$ cat config.mk
export PLATFORM = sky130hd
export DESIGN_NAME = dcc_top
export DESIGN_NICKNAME = d
export VERILOG_FILES = /design/src/rtl/dcc_pkg.sv /design/src/rtl/dcc_sync.sv /design/src/rtl/dcc_zone.sv /design/src/rtl/dcc_top.sv
export SDC_FILE = /design/constraint.sdc
export NUM_CORES = 1
export LEC_CHECK = 0
export ABC_CLOCK_PERIOD_IN_PS = 5700
export BUFFER_PORTS_ARGS = -buffer_cell sky130_fd_sc_hd__buf_4
export CAP_MARGIN = 20
export CORE_UTILIZATION = 55
export DETAILED_ROUTE_END_ITERATION = 6
export PLACE_DENSITY = 0.72
export SYNTH_ARGS = -nofsm -noshare
export SYNTH_HDL_FRONTEND = slang
export SYNTH_HIERARCHICAL = 1
export SYNTH_SLANG_ARGS = --single-unit
$ cat constraint.sdc
create_clock -name clk -period 5.7 [get_ports clk]
set_clock_uncertainty 0.2 [all_clocks]
set_input_delay 1.14 -clock clk [delete_from_list [all_inputs] [get_ports clk]]
set_output_delay 1.14 -clock clk [all_outputs]
set_load 0.005 [all_outputs]
$ cat src/rtl/dcc_pkg.sv
// ==========================================================
// Shared constants and types of the call conditioner.
// ==========================================================
package dcc_pkg;

  // ========================================================
  // Timing.
  // ========================================================
  // System clock rate in hertz.
  localparam int CLK_HZ = 10_000_000;
  // Resolution of the delay and extend timers in milliseconds.
  localparam int TICK_MS = 100;
  // Clock cycles in one timer tick.
  localparam int TICK_CYC = TICK_MS * (CLK_HZ / 1000);
  // Lowest rate of fresh video frames per second.
  localparam int FRAME_HZ = 30;
  // Longest allowed gap between frames, rounded down.
  localparam int FRAME_CYC = CLK_HZ / FRAME_HZ;
  // Width of one pulse-mode call in milliseconds.
  localparam int PULSE_MS = 50;
  // Clock cycles in one pulse-mode call.
  localparam int PULSE_CYC = PULSE_MS * (CLK_HZ / 1000);

  // ========================================================
  // Register map.
  // ========================================================
  localparam logic [11:0] CTRL_OFS = 12'h000;
  localparam logic [11:0] STAT_OFS = 12'h004;
  localparam logic [11:0] OCC_OFS = 12'h008;
  localparam logic [11:0] ZONE_OFS = 12'h020;
  // Control bits.
  localparam int CTRL_EN_BIT = 0;
  localparam int CTRL_NOGATE_BIT = 1;
  localparam logic [31:0] CTRL_RST = 32'h0000_0001;
  // Status bits above the call vector.
  localparam int STAT_FAIL_BIT = 16;
  localparam int STAT_LATE_BIT = 17;
  localparam int STAT_CAM_BIT = 18;
  // Direction flags sit above occupancy in the OCC word.
  localparam int OCC_DIR_LSB = 16;
  // Width and reset value of a zone configuration word.
  localparam int CFG_W = 24;
  localparam logic [23:0] CFG_RST = 24'h000000;

  // ========================================================
  // Modes and states.
  // ========================================================
  // Call timing mode; codes five to seven act as plain.
  typedef enum logic [2:0] {
    TM_NONE = 3'h0,
    TM_FULL = 3'h1,
    TM_NORM = 3'h2,
    TM_EXT = 3'h3,
    TM_DLYEXT = 3'h4
  } dcc_tmode_t;

  // Detector function of a zone.
  typedef enum logic [1:0] {
    FN_PRES = 2'h0,
    FN_DPRES = 2'h1,
    FN_PULSE = 2'h2,
    FN_DPULSE = 2'h3
  } dcc_func_t;

  // Zone timing engine states.
  typedef enum logic [1:0] {
    ZS_IDLE = 2'h0,
    ZS_DELAY = 2'h1,
    ZS_HOLD = 2'h2,
    ZS_EXT = 2'h3
  } dcc_zst_t;

  // Zone configuration word, bit 0 at the bottom of tmode.
  typedef struct packed {
    logic [2:0] phase;
    logic [7:0] ext;
    logic [7:0] dly;
    dcc_func_t func;
    dcc_tmode_t tmode;
  } dcc_cfg_t;

endpackage : dcc_pkg

$ cat src/rtl/dcc_sync.sv
`timescale 1ns/1ns
// ==========================================================
// Two-stage synchroniser for pin inputs.
// ==========================================================
module dcc_sync #(
  parameter int W = 1
) (
  // Clock and reset.
  input wire logic clk,
  input wire logic reset_n,
  // Raw pins and their synchronised copy.
  input wire logic [W-1:0] d,
  output logic [W-1:0] q
);

  // Both stages; the first is read only by the second.
  typedef struct packed {
    logic [W-1:0] s1;
    logic [W-1:0] s2;
  } dcc_sync_state_t;

  dcc_sync_state_t state_q;
  dcc_sync_state_t state_d;

  // Shift the pins through both stages.
  always_comb
  begin
    state_d.s1 = d;
    state_d.s2 = state_q.s1;
  end

  // Register the stages; reset to zero.
  always_ff @(posedge clk)
  begin
    if (!reset_n)
      state_q <= '0;
    else
      state_q <= state_d;
  end

  assign q = state_q.s2;

endmodule : dcc_sync

$ cat src/rtl/dcc_zone.sv
`timescale 1ns/1ns
// ==========================================================
// Delay and extend timing engine of one zone.
// ==========================================================
module dcc_zone (
  // Clock and reset.
  input wire logic clk,
  input wire logic reset_n,
  // Timer tick, detection and phase state.
  input wire logic tick,
  input wire logic det,
  input wire logic green,
  input wire logic no_gate,
  input wire dcc_pkg::dcc_cfg_t cfg,
  // Conditioned call.
  output logic call
);

  // Engine state and its shared tick counter.
  typedef struct packed {
    dcc_pkg::dcc_zst_t st;
    logic [7:0] cnt;
  } dcc_zone_state_t;

  dcc_zone_state_t state_q;
  dcc_zone_state_t state_d;
  logic run; // Delay timer may count.
  logic has_dly; // Mode uses a delay.
  logic has_ext; // Mode uses an extend.

  // Decode the mode and step the engine.
  always_comb
  begin
    state_d = state_q;
    has_dly = 1'b0;
    has_ext = 1'b0;
    run = 1'b1; // Full time delay always counts.
    unique case (cfg.tmode)
      dcc_pkg::TM_FULL: has_dly = 1'b1;
      dcc_pkg::TM_NORM:
      begin
        has_dly = 1'b1;
        run = !green || no_gate; // Frozen on green.
      end
      dcc_pkg::TM_EXT: has_ext = 1'b1;
      dcc_pkg::TM_DLYEXT:
      begin
        has_dly = 1'b1;
        has_ext = 1'b1;
      end
      default: has_dly = 1'b0;
    endcase
    unique case (state_q.st)
      dcc_pkg::ZS_IDLE:
        if (det && has_dly && cfg.dly != 8'h00)
        begin
          // Call only after the delay runs out.
          state_d.st = dcc_pkg::ZS_DELAY;
          state_d.cnt = cfg.dly;
        end
        else if (det)
          state_d.st = dcc_pkg::ZS_HOLD;
      dcc_pkg::ZS_DELAY:
        if (!det)
          state_d.st = dcc_pkg::ZS_IDLE;
        else if (run && tick)
        begin
          if (state_q.cnt <= 8'h01)
            state_d.st = dcc_pkg::ZS_HOLD;
          else
            state_d.cnt = state_q.cnt - 8'h01;
        end
      dcc_pkg::ZS_HOLD:
        if (!det && has_ext && cfg.ext != 8'h00)
        begin
          // Hold the call for the extend time.
          state_d.st = dcc_pkg::ZS_EXT;
          state_d.cnt = cfg.ext;
        end
        else if (!det)
          state_d.st = dcc_pkg::ZS_IDLE;
      dcc_pkg::ZS_EXT:
        if (det)
          state_d.st = dcc_pkg::ZS_HOLD; // Re-entry restarts.
        else if (tick)
        begin
          if (state_q.cnt <= 8'h01)
            state_d.st = dcc_pkg::ZS_IDLE;
          else
            state_d.cnt = state_q.cnt - 8'h01;
        end
    endcase
  end

  // Register the engine.
  always_ff @(posedge clk)
  begin
    if (!reset_n)
      state_q <= '{st: dcc_pkg::ZS_IDLE, cnt: 8'h00};
    else
      state_q <= state_d;
  end

  assign call = (state_q.st == dcc_pkg::ZS_HOLD)
    || (state_q.st == dcc_pkg::ZS_EXT);
endmodule : dcc_zone

$ cat src/rtl/dcc_top.sv
// Design decisions made here: the placing of the registers and the APB interface to the registers.
`timescale 1ns/1ns
// What this block does
// - Full time delay counts regardless of phase.
// - Normal delay freezes while phase green.
// - Extend holds call after vehicle leaves.
// - Delay/extend accepts calls after delay expiry.
// - Delay/extend holds until empty plus extend.
// - Re-entry during extend restarts extend timer.
// - After extend expiry, delay must expire again.
// - Each zone picks one of four functions.
// - At least eight independent, overlapping zones.
// - At least eight call outputs per camera.
// - Call within 112 ms of arrival.
// - Zone configurations editable at any time.
// - Camera or power failure forces constant calls.
// - Fresh video at least thirty times per second.
module dcc_top #(
  parameter int NZ = 8,
  parameter int TICK_CYC = dcc_pkg::TICK_CYC,
  parameter int FRAME_CYC = dcc_pkg::FRAME_CYC,
  parameter int PULSE_CYC = dcc_pkg::PULSE_CYC
) (
  // Clock and reset.
  input wire logic clk,
  input wire logic reset_n,
  // APB register port.
  input wire logic psel,
  input wire logic penable,
  input wire logic pwrite,
  input wire logic [11:0] paddr,
  input wire logic [31:0] pwdata,
  output logic pready,
  output logic [31:0] prdata,
  output logic pslverr,
  // Zone results from the video logic.
  input wire logic frame_strobe,
  input wire logic [NZ-1:0] zone_occ,
  input wire logic [NZ-1:0] zone_dir_ok,
  // Pins from the camera and the controller.
  input wire logic camera_ok,
  input wire logic [7:0] phase_green,
  // Detector calls to the controller.
  output logic [NZ-1:0] call_out
);

  // ========================================================
  // Declarations.
  // ========================================================
  // Counter widths.
  localparam int TW = $clog2(TICK_CYC + 1);
  localparam int FW = $clog2(FRAME_CYC + 1);
  localparam int PW = $clog2(PULSE_CYC + 1);

  // The whole state of the block.
  typedef struct packed {
    logic en; // Calls follow the zones.
    logic no_gate; // Normal delay ignores green.
    dcc_pkg::dcc_cfg_t [NZ-1:0] cfg; // Per-zone setup.
    logic [NZ-1:0] occ; // Occupancy of the last frame.
    logic [NZ-1:0] dir; // Direction flags of the last frame.
    logic [NZ-1:0] prev; // Qualified occupancy seen before.
    logic [NZ-1:0][PW-1:0] pcnt; // Pulse time left.
    logic [TW-1:0] tcnt; // Tick divider.
    logic tick; // One-cycle timer tick.
    logic [FW-1:0] fcnt; // Cycles since the last frame.
    logic late; // Frames have stopped.
    logic [NZ-1:0] call; // Calls to the controller.
    logic fail; // Fail-safe is active.
    logic pready; // APB ready.
    logic pslverr; // APB error.
    logic [31:0] prdata; // APB read data.
  } dcc_top_state_t;

  dcc_top_state_t state_q; // Registered state.
  dcc_top_state_t state_d; // Next state.
  logic [8:0] pins_s; // Synchronised pins.
  logic cam_ok_s; // Camera reports good video.
  logic [7:0] green_s; // Phases now green.
  logic [NZ-1:0] det; // Detection fed to each engine.
  logic [NZ-1:0] zcall; // Engine calls.
  logic [NZ-1:0] qual; // Occupancy qualified by direction.
  logic [9:0] widx; // Zone index of the address.
  logic zhit; // Address names a zone word.
  logic hit; // Address names any register.
  logic [31:0] rd; // Read data of the address.

  // ========================================================
  // Pin synchronisers.
  // ========================================================
  // The camera and phase pins come from outside the clock.
  dcc_sync #(
    .W(9)
  ) u_sync (
    .clk(clk),
    .reset_n(reset_n),
    .d({camera_ok, phase_green}),
    .q(pins_s)
  );

  assign cam_ok_s = pins_s[8];
  assign green_s = pins_s[7:0];

  // ========================================================
  // Zone engines.
  // ========================================================
  // Each zone owns its engine, so zones may overlap freely.
  for (genvar i = 0; i < NZ; i++)
  begin : g_zone
    dcc_zone u_zone (
      .clk(clk),
      .reset_n(reset_n),
      .tick(state_q.tick),
      .det(det[i]),
      .green(green_s[state_q.cfg[i].phase]),
      .no_gate(state_q.no_gate),
      .cfg(state_q.cfg[i]),
      .call(zcall[i])
    );
  end

  // ========================================================
  // Address decode and read data.
  // ========================================================
  // Decode the address and pick the word it names.
  always_comb
  begin
    widx = 10'((paddr - dcc_pkg::ZONE_OFS) >> 2);
    zhit = (paddr >= dcc_pkg::ZONE_OFS) && (widx < 10'(NZ))
      && (paddr[1:0] == 2'h0);
    hit = zhit;
    rd = 32'h0000_0000;
    if (paddr == dcc_pkg::CTRL_OFS)
    begin
      // Control word.
      hit = 1'b1;
      rd[dcc_pkg::CTRL_EN_BIT] = state_q.en;
      rd[dcc_pkg::CTRL_NOGATE_BIT] = state_q.no_gate;
    end
    else if (paddr == dcc_pkg::STAT_OFS)
    begin
      // Live calls and fault flags.
      hit = 1'b1;
      rd[NZ-1:0] = state_q.call;
      rd[dcc_pkg::STAT_FAIL_BIT] = state_q.fail;
      rd[dcc_pkg::STAT_LATE_BIT] = state_q.late;
      rd[dcc_pkg::STAT_CAM_BIT] = !cam_ok_s;
    end
    else if (paddr == dcc_pkg::OCC_OFS)
    begin
      // Frame occupancy and direction flags.
      hit = 1'b1;
      rd[NZ-1:0] = state_q.occ;
      rd[dcc_pkg::OCC_DIR_LSB +: NZ] = state_q.dir;
    end
    else if (zhit)
    begin
      // Zone configuration word.
      rd[dcc_pkg::CFG_W-1:0] = state_q.cfg[widx[$clog2(NZ)-1:0]];
    end
  end

  // ========================================================
  // Next-state logic.
  // ========================================================
  // Ticks, frames, detection shaping, fail-safe and APB.
  always_comb
  begin
    state_d = state_q;
    qual = '0;
    det = '0;
    // Tick divider for the delay and extend timers.
    if (state_q.tcnt >= TW'(TICK_CYC - 1))
    begin
      state_d.tcnt = '0;
      state_d.tick = 1'b1;
    end
    else
    begin
      state_d.tcnt = state_q.tcnt + TW'(1);
      state_d.tick = 1'b0;
    end
    // Take new occupancy once per frame.
    if (frame_strobe)
    begin
      state_d.occ = zone_occ;
      state_d.dir = zone_dir_ok;
      state_d.fcnt = '0;
      state_d.late = 1'b0;
    end
    else if (state_q.fcnt >= FW'(FRAME_CYC - 1))
      state_d.late = 1'b1; // Video has gone stale.
    else
      state_d.fcnt = state_q.fcnt + FW'(1);
    // Shape detection by the function of each zone.
    for (int i = 0; i < NZ; i++)
    begin
      qual[i] = state_q.occ[i];
      if (state_q.cfg[i].func == dcc_pkg::FN_DPRES
          || state_q.cfg[i].func == dcc_pkg::FN_DPULSE)
        qual[i] = state_q.occ[i] && state_q.dir[i];
      state_d.prev[i] = qual[i];
      if (state_q.cfg[i].func == dcc_pkg::FN_PULSE
          || state_q.cfg[i].func == dcc_pkg::FN_DPULSE)
      begin
        // One fixed pulse per arrival.
        det[i] = state_q.pcnt[i] != '0;
        if (qual[i] && !state_q.prev[i])
          state_d.pcnt[i] = PW'(PULSE_CYC);
        else if (state_q.pcnt[i] != '0)
          state_d.pcnt[i] = state_q.pcnt[i] - PW'(1);
      end
      else
      begin
        // Presence follows the zone.
        det[i] = qual[i];
        state_d.pcnt[i] = '0;
      end
    end
    // Camera loss, stale video or disable force calls.
    state_d.fail = !cam_ok_s || state_q.late || !state_q.en;
    if (state_q.fail)
      state_d.call = '1;
    else
      state_d.call = zcall; // Two cycles after a frame.
    // APB answers one cycle into the access phase.
    state_d.pready = 1'b0;
    state_d.pslverr = 1'b0;
    if (psel && penable && !state_q.pready)
    begin
      state_d.pready = 1'b1;
      state_d.pslverr = !hit;
      state_d.prdata = rd;
    end
    // Writes land at the edge that sees pready high.
    if (psel && penable && state_q.pready && pwrite)
    begin
      if (paddr == dcc_pkg::CTRL_OFS)
      begin
        state_d.en = pwdata[dcc_pkg::CTRL_EN_BIT];
        state_d.no_gate = pwdata[dcc_pkg::CTRL_NOGATE_BIT];
      end
      else if (zhit)
      begin
        // Edits apply to the running engine at once.
        state_d.cfg[widx[$clog2(NZ)-1:0]] =
          dcc_pkg::dcc_cfg_t'(pwdata[dcc_pkg::CFG_W-1:0]);
      end
    end
  end

  // ========================================================
  // State register.
  // ========================================================
  // Calls come up asserted so a restart is fail-safe.
  always_ff @(posedge clk)
  begin
    if (!reset_n)
    begin
      state_q <= '0;
      state_q.en <= dcc_pkg::CTRL_RST[dcc_pkg::CTRL_EN_BIT];
      state_q.call <= '1;
      state_q.fail <= 1'b1;
      for (int i = 0; i < NZ; i++)
        state_q.cfg[i] <= dcc_pkg::dcc_cfg_t'(dcc_pkg::CFG_RST);
    end
    else
      state_q <= state_d;
  end

  // Outputs come straight from the state register.
  assign call_out = state_q.call;
  assign pready = state_q.pready;
  assign prdata = state_q.prdata;
  assign pslverr = state_q.pslverr;
endmodule : dcc_top

* After elaboration in Yosys (flattened, before gate mapping)
Cells that the tools add are included.
Operators by class: reductions and logical operators 221, multiply operators 0, bitwise gates (word level) 10, order comparisons 22, shift operators 0, add/subtract/negate cells 19, muxes and demuxes 220, div/mod/pow operators 0, eq/ne operators 178
Operators by type and width (number):
- 2-to-1 mux 8 bit | 45
- one-hot mux 10 bit (4 select lines) | 8
- 2-to-1 mux 19 bit | 16
- bitwise mux 192 bit | 1
- 2-to-1 mux 10 bit | 16
- nonzero test 19 bit | 8
- subtractor 19 x 1 -> 19 bit (second input constant) | 8
- 2-to-1 mux 2 bit | 65
- nonzero test 8 bit | 16
- AND reduction 6 bit | 16
- binary-select mux 24 bit (select 3 bit) | 1
- demux 24 bit (select 3 bit) | 1
- 2-to-1 mux 24 bit | 3
- != test 3 bit (second input constant) | 24
- == test 2 bit (second input constant) | 32
- <= comparator 8 x 1 -> 1 bit (second input constant) | 8
- != test 2 x 1 -> 1 bit (second input constant) | 32
- subtractor 8 x 1 -> 8 bit (second input constant) | 8
- logical AND 1 bit | 63
- 2-to-1 mux 1 bit | 52
- == test 3 x 2 -> 1 bit (second input constant) | 16
- != test 3 x 1 -> 1 bit (second input constant) | 16
- OR reduction 3 bit | 16
- < comparator 3 x 4 -> 1 bit (second input constant) | 9
- 29 further kinds | 190
Word-level totals: memories kept 0, register bits 544, latch bits 0, RAM bits 0, bits of input ports 75, ROM bits 0, output and inout port bits 42, word-level logic and storage cells 758

* Logic depth before layout (Yosys ltp)
Gate-level depths: netlist of the first run.
depth after elaboration 9, gate-level depth with buffers 14, mapped depth without buffers 12

* By module
Netlist of the first run, hierarchy kept.
Modules (own cells, without submodules):
- dcc_top | area an instance 20586.0 µm², sequential area each 8928.6 µm², instances 1, cells each 2179
- dcc_zone at g_zone[3].u_zone ... | area an instance 980.9 µm², sequential area each 200.2 µm², instances 4, cells each 125
- dcc_zone at g_zone[0].u_zone ... | area an instance 930.9 µm², sequential area each 200.2 µm², instances 3, cells each 120
- dcc_zone at g_zone[7].u_zone | area an instance 892.1 µm², sequential area each 200.2 µm², instances 1, cells each 112
- dcc_sync | area an instance 501.7 µm², sequential area each 360.3 µm², instances 1, cells each 37

* Worst setup path after synthesis of the first run
Ideal clock, no wire load.
path kind register -> register, start reg, netlist name state_q[160], end reg g_zone[4].u_zone/state_q[5] (netlist name), arrival time 3.185 ns, period minus slack after synthesis 3.518 ns, path slack 2.182 ns, cell stages (with the launch flop) 14, data required time 5.367 ns, buffers on the path 1, library setup time 0.133 ns, cells stage by stage dfxtp_1 -> inv_1 -> ha_1 -> or3b_1 -> or3_1 -> clkbuf_1 -> or2_1 -> nand2_1 -> o21ai_0 -> xor2_1 -> o311ai_4 -> or4_1 -> a21oi_1 -> o32ai_1
RTL lines:
- end signal, assigned | line dcc_zone.sv:99 | state_q <= '{st: dcc_pkg::ZS_IDLE, cnt: 8'h00};
- end signal, assigned | line dcc_zone.sv:101 | state_q <= state_d;
- end, declared | line dcc_zone.sv:25 | dcc_zone_state_t state_q;

==> summary.txt, run 1 <==
Clock Sinks: 544
HP Class: reg -> reg
Lkg Pwr: 12.29 nW
Tightest Pin Transition: 1.105 ns
DR vias/cell: 6.278
pwr dens: 264.2 mW/mm^2
min Tclk post-route: 4.063 ns
placed insts: 3777
FP Rows: 83
Final setup viols: 0
initial antenna violation count: 2
routability cong.: 0.8990
vias in the first global route: 23020
DIE AREA: 0.05309 mm^2
TritonCTS clock tree: done
crit-path cells: inv_1 > ha_1 > nor3b_2 > nand4_1 > or2_0 > nand2_1 > o21ai_0 > xor2_1 > o311ai_4 > or4_1 > a21oi_1 > o32ai_1
core box area: 0.05141 mm^2
number of max-cap violations: 0
vias: 24440
number of flops mapped to enable cells by yosys: 0
sequential share of the synthesized area: 0.3795
WL/cell: 19.97 um
hold buffer count at CTS: 0
ys flop type: dfxtp_1
post-placement cell area: 0.02940 mm^2
layout cells sized above 1: 0.1410
Worst EP required: 5.99 ns
final hold vios: 0
Final Slew Violations: 0
RR Endpoint: g_zone[5].u_zone/state_q[5]
GRT Total Usage: 0.2873
detailed-route DRC error count: 0
Die W: 230.4 um
unique cell type count in the Yosys netlist: 94
reg2reg path depth: 12
design area: 0.03148 mm^2
Highest Clock Rate: 0.2461 GHz
clk buf depth: 3
peak supply drop: 283.8 uV
Resize count post-CTS: 0
Yosys reg bits: 544
most frequent cells in the layout: 544 x dfxtp_1, 350 x nor2_1, 262 x nand2_1
Max H-tree Level: 2
post-synthesis instance total: 3188
slowest CP cell: or4_1
crit path DAT: 4.36 ns
CP peak stage delay: 0.52 ns
top-area cell type share of the netlist area: 0.3795
clock slew at reported path FFs: 0.06 ns
RSZ-0062 raised after global routing: no
CP endpoint kind: flip-flop
min-delay src: u_sync/q[8]
pin count of the biggest net entering global routing: 79
commonest non-fill, non-tap cell in the layout: dfxtp_1
Post-synth ARST share: 0
largest cells by area after synthesis: dfxtp_1 38%, mux2i_1 7.5%, mux4_2 5.0%
cell taking the most area after synthesis: dfxtp_1
CP startpoint kind: flip-flop
Clock Latency Late Sink: 0.63 ns
# IOs: 117
global-route wire length before repair: 123700 um
first drt pass iteration count: 7
Setup TNS: 0 ns
fin cells: 3893
clock root buffer: clkbuf_16
Layout area overhead: 9.706%
R2R Path Start: state_q[179]
outcome: completed
Post-DP HPWL: 55440 um
Yosys warnings: 6
mapped cell area: 0.02870 mm^2
Final Cycle Share: 0.7128
Die Y: 230.4 um
Avg Cell Area, Syn: 9.001 um^2
Final Util: 0.6124
total gr overflow: 0
Crit Path Max Fanout: 8
Crit Path Category: reg -> reg
post-CTS setup buffers: 0
Routed WL: 77740 um
worst min-delay path endpoint: state_q[34]
I/O Buffers: 100
FF-to-FF setup slack: 1.64 ns
Final ANT Viol Nets: 0
Worst slew margin: 0.2633
Final #Nets: 3266
hold slack: 0.2379 ns
total CTS buffers: 58
DR iter-0 viols: 2008
cell depth of the worst hold path: 1
Initial Util: 0.5582
-- sequential cells by signal, summed over array words and instances, names as in the netlist --
| signal | flops |
|---|---|
| pslverr | 1 |
| state_q | 412 |
| pready | 1 |
| g_zone.u_zone/state_q | 80 |
| call_out | 8 |
| prdata | 24 |
| u_sync/state_d | 9 |
| u_sync/q | 9 |
-- through the flow --
step                total power [W]  setup WS (ns)
finish                     0.008319          1.637
global route               0.008568          1.414
CTS                        0.008357          1.680
detailed placement         0.004415          1.406
global placement           0.004399          1.453
floorplan                  0.004282          2.182
-- where the power goes --
part	switching [W]	total [W]	internal [W]
combinational	0.000246	0.000418	0.000172
clock	0.00161	0.00398	0.00237
sequential	0.0000839	0.00392	0.00384
total	0.00194	0.00832	0.00638
-- critical path: cells and delay by family, from the launching register on --
family	cells	cell delay, ns
flops	1	0.34
fa+ha+maj	1	0.16
buf+inv	1	0.07
simple gates	5	1.89
xor+xnor	1	0.42
compound gates	4	0.84
-- routing by layer --
metal,up-vias,wire (um),global-route usage
met2,928,35250,0.4559
met1,11840,33890,0.3962
met5,-,0,0
li1,11530,-,-
met3,149,6090,0.04373
met4,0,2517,0.1018
-- kinds of logic (layout without fill, tap and decap cells) --
logic type	after synthesis	after routing	synth area share
AOI/OAI and AO/OA	649	649	0.1553
xor gates and xnor gates	154	154	0.04700
adders and majority gates	29	29	0.01264
buffers and inverters	305	322	0.04966
DFF	544	544	0.3795
muxes	308	308	0.1366
other	1	9	0.0001307
and+or+nand+nor	1198	1198	0.2192
-- worst max-delay path by stage --
stage                  from                     endpoint  slack (ns)
6_report       state_q[179]  g_zone[5].u_zone/state_q[5]        1.64
5_1_grt        state_q[179]  g_zone[5].u_zone/state_q[5]        1.41
4_1_cts        state_q[179]  g_zone[5].u_zone/state_q[5]        1.68
3_5_place_dp       paddr[9]                   prdata[23]        1.41
3_3_place_gp       paddr[9]                   prdata[23]        1.45
2_1_floorplan  state_q[160]  g_zone[4].u_zone/state_q[5]        2.18
-- cells in the mapped netlist, types with 12 or more instances --
library cell / count
dfxtp_1: 544
nor2_1: 350
nand2_1: 262
mux2i_1: 215
a21oi_1: 124
o21ai_0: 120
nand3_1: 111
clkbuf_1: 108
inv_1: 88
xor2_1: 80
xnor2_1: 74
nor4_1: 69
mux4_2: 64
o21ai_1: 56
buf_4: 45
nor3_1: 44
nor2b_1: 42
a31oi_1: 41
nand4_1: 41
or3_1: 41
a211oi_1: 39
or4_1: 36
buf_2: 35
o211ai_1: 34
o31ai_1: 33
ha_1: 29
mux2_2: 29
nand2b_1: 26
a31o_2: 25
buf_1: 20
or2_2: 19
nand3b_1: 18
a211o_1: 16
and2_2: 14
nor3b_1: 14
and3_1: 13
o22ai_1: 13
a21boi_0: 12
a21o_1: 12
a31o_1: 12
-- cell type report --
cell class / instances / area [um^2]
Clock inverter: 24 / 264.0
Sequential cell: 544 / 10890
Antenna cell: 1 / 2.502
Multi-Input combinational cell: 2346 / 16420
Fill cell: 4360 / 19920
Clock buffer: 86 / 1770
Inverter: 88 / 332.8
Tap cell: 680 / 850.8
Timing Repair Buffer: 124 / 948.4
(Power assumes the default switching activity.)
==> run 2, diff against run 1 <==
ABC_CLOCK_PERIOD_IN_PS = 3800   (was 5700)
clock period = 3.8 ns   (was 5.7 ns; I/O delays follow)
==> run 2 against run 1 <==
  * Non-clock buffer count increased by 36
  * Sequential power increased by 49%
  * Via count about the same
  * Critical path type unchanged
==> summary.txt, run 2 (synthesis results as in run 1) <==
outcome: completed (unchanged)
WL/cell: 19.93 um (was 19.97 um)
Crit Path Max Fanout: 8 (unchanged)
slowest CP cell: or4_1 (unchanged)
DR vias/cell: 6.235 (was 6.278)
Setup TNS: 0 ns (unchanged)
total CTS buffers: 58 (unchanged)
Die W: 230.4 um (unchanged)
Tot Pwr: 0.01231 W (was 0.008319 W)
Final Slew Violations: 0 (unchanged)
Sw Share: 0.2310 (was 0.2329)
pwr dens: 388.5 mW/mm^2 (was 264.2 mW/mm^2)
vias in the first global route: 22930 (was 23020)
Crit Path Category: reg -> reg (unchanged)
# IOs: 117 (unchanged)
Layout area overhead: 10.43% (was 9.706%)
switching power: 0.002844 W (was 0.001937 W)
Flop pwr share: 0.476 (was 0.472)
I/O Buffers: 100 (unchanged)
commonest non-fill, non-tap cell in the layout: dfxtp_1 (unchanged)
most frequent cells in the layout: 544 x dfxtp_1, 350 x nor2_1, 262 x nand2_1 (unchanged)
max FFs per register: 412 (unchanged)
peak supply drop: 378.1 uV (was 283.8 uV)
design area: 0.03169 mm^2 (was 0.03148 mm^2)
Max H-tree Level: 2 (unchanged)
core box area: 0.05141 mm^2 (unchanged)
Final setup viols: 0 (unchanged)
Final ANT Viol Nets: 0 (unchanged)
Worst slew margin: 0.3697 (was 0.2633)
min Tclk post-route: 3.571 ns (was 4.063 ns)
first drt pass iteration count: 6 (was 7)
total gr overflow: 0 (unchanged)
post-placement cell area: 0.02968 mm^2 (was 0.02940 mm^2)
CP delay by family, top: simple AND/OR/NAND/NOR gates (unchanged)
CP bufs+invs: 1 (unchanged)
Worst EP required: 4.09 ns (was 5.99 ns)
final hold vios: 0 (unchanged)
DR iter-0 viols: 1958 (was 2008)
Int Power: 0.009468 W (was 0.006381 W)
layout cells sized above 1: 0.1495 (was 0.1410)
detailed-route DRC error count: 0 (unchanged)
vias: 24470 (was 24440)
GRT Total Usage: 0.2878 (was 0.2873)
DIE AREA: 0.05309 mm^2 (unchanged)
hold buffer count at CTS: 0 (unchanged)
global-route wire length before repair: 123000 um (was 123700 um)
Tightest Pin Transition: 0.9454 ns (was 1.105 ns)
clk buf depth: 3 (unchanged)
number of max-cap violations: 0 (unchanged)
clock slew at reported path FFs: 0.06 ns (about the same)
Biggest register: state_q (unchanged)
routability cong.: 0.9198 (was 0.8990)
CP peak stage delay: 0.50 ns (was 0.52 ns)
Final #Nets: 3302 (was 3266)
pin count of the biggest net entering global routing: 90 (was 79)
RSZ-0062 raised after global routing: no (unchanged)
Clock Latency Late Sink: 0.62 ns (was 0.63 ns)
Die Y: 230.4 um (unchanged)
clock root buffer: clkbuf_16 (unchanged)
crit-path cells: inv_1 > ha_1 > or3b_1 > or3_1 > or2_1 > nand2_1 > o21ai_2 > xor2_1 > o311ai_4 > or4_1 > a21oi_1 > o32ai_1 (was inv_1 > ha_1 > nor3b_2 > nand4_1 > or2_0 > nand2_1 > o21ai_0 > xor2_1 > o311ai_4 > or4_1 > a21oi_1 > o32ai_1)
Initial Util: 0.5582 (unchanged)
Clock power frac: 0.470 (was 0.478)
Highest Clock Rate: 0.2801 GHz (was 0.2461 GHz)
Routed WL: 78200 um (was 77740 um)
Post-DP HPWL: 56210 um (was 55440 um)
crit path DAT: 3.86 ns (was 4.36 ns)
CP endpoint kind: flip-flop (unchanged)
Lkg Pwr: 12.46 nW (was 12.29 nW)
Final Cycle Share: 0.9396 (was 0.7128)
CP startpoint kind: flip-flop (unchanged)
FP Rows: 83 (unchanged)
Fillers: 4323 (was 4360)
initial antenna violation count: 2 (unchanged)
ANT cells: 0 (was 1)
TritonCTS clock tree: done (unchanged)
HP Class: in -> reg (was reg -> reg)
combinational share of power: 0.053 (was 0.050)
Clock Sinks: 544 (unchanged)
## run 2: changes by cell type in the layout (fill, tap and decap cells not counted), sizes merged
cell	delta
buf	+38
clkinvlp	-5
clkbuf	-2
diode	-1
inv	+1
## run 2: worst reg2reg max path: stages, from the launching register on
cell      delay (ns)
dfxtp_1         0.34
inv_1           0.07
ha_1            0.19
or3b_1          0.41
or3_1           0.40
or2_1           0.29
nand2_1         0.10
o21ai_2         0.13
xor2_1          0.33
o311ai_4        0.22
or4_1           0.50
a21oi_1         0.17
o32ai_1         0.09
## run 2: cell type report
class                   count  area (um^2)  share of cell area
repair buffers            160         1217             0.03842
inverters                  88        332.8             0.01050
well taps                 680        850.8             0.02685
flip-flops and latches    544        10890              0.3437
multi-input cells        2346        16450              0.5190
clock inverters            20        231.5            0.007305
clock buffers              86         1718             0.05421
## run 2: what timing repair did
item,in CTS,in global routing
setup buffers,0,2
endpoints found under the hold margin,0,0
endpoints found under the setup margin,0,30
resized for setup,0,7
## run 2: routing by layer
metal,share of wire,GRT usage,vias to the layer above
met3,0.081,0.05855,169
met1,0.43,0.3887,11770
met2,0.45,0.4495,923
met4,0.040,0.1155,0
met5,0,0,-
li1,-,-,11610
## run 2: worst paths after layout
path | from | to | slack [ns] | cells past startpoint
max | state_q[160] | g_zone[4].u_zone/state_q[5] | 0.23 | 12
min | phase_green[3] | u_sync/state_d[3] | 0.16 | 2
max reg2reg | state_q[160] | g_zone[4].u_zone/state_q[5] | 0.23 | 12
min reg2reg | u_sync/state_d[0] | u_sync/q[0] | 0.24 | 1
## run 2: power by group through the flow
| stage | registers, W | clock network (W) | logic [W] |
|---|---|---|---|
| after CTS | 0.00586 | 0.00589 | 0.000649 |
| after detailed placement | 0.00599 | 0 | 0.000645 |
| after floorplan | 0.00593 | 0 | 0.000497 |
| final | 0.00586 | 0.00579 | 0.000657 |
| after global placement | 0.00598 | 0 | 0.000625 |
| after global routing | 0.00587 | 0.00611 | 0.000706 |
## run 2: per-stage QoR
step	setup WS (ns)	hold WS, ns	instances	util
2_1_floorplan	0.2822	0.1900	3195	-
3_3_place_gp	0.1689	0.2216	3813	0.5773
3_5_place_dp	0.04014	0.2264	3813	0.5773
4_1_cts	0.02199	0.1302	3919	0.6153
5_1_grt	0.02174	0.1408	3924	0.6164
6_report	0.2295	0.1599	3924	0.6164
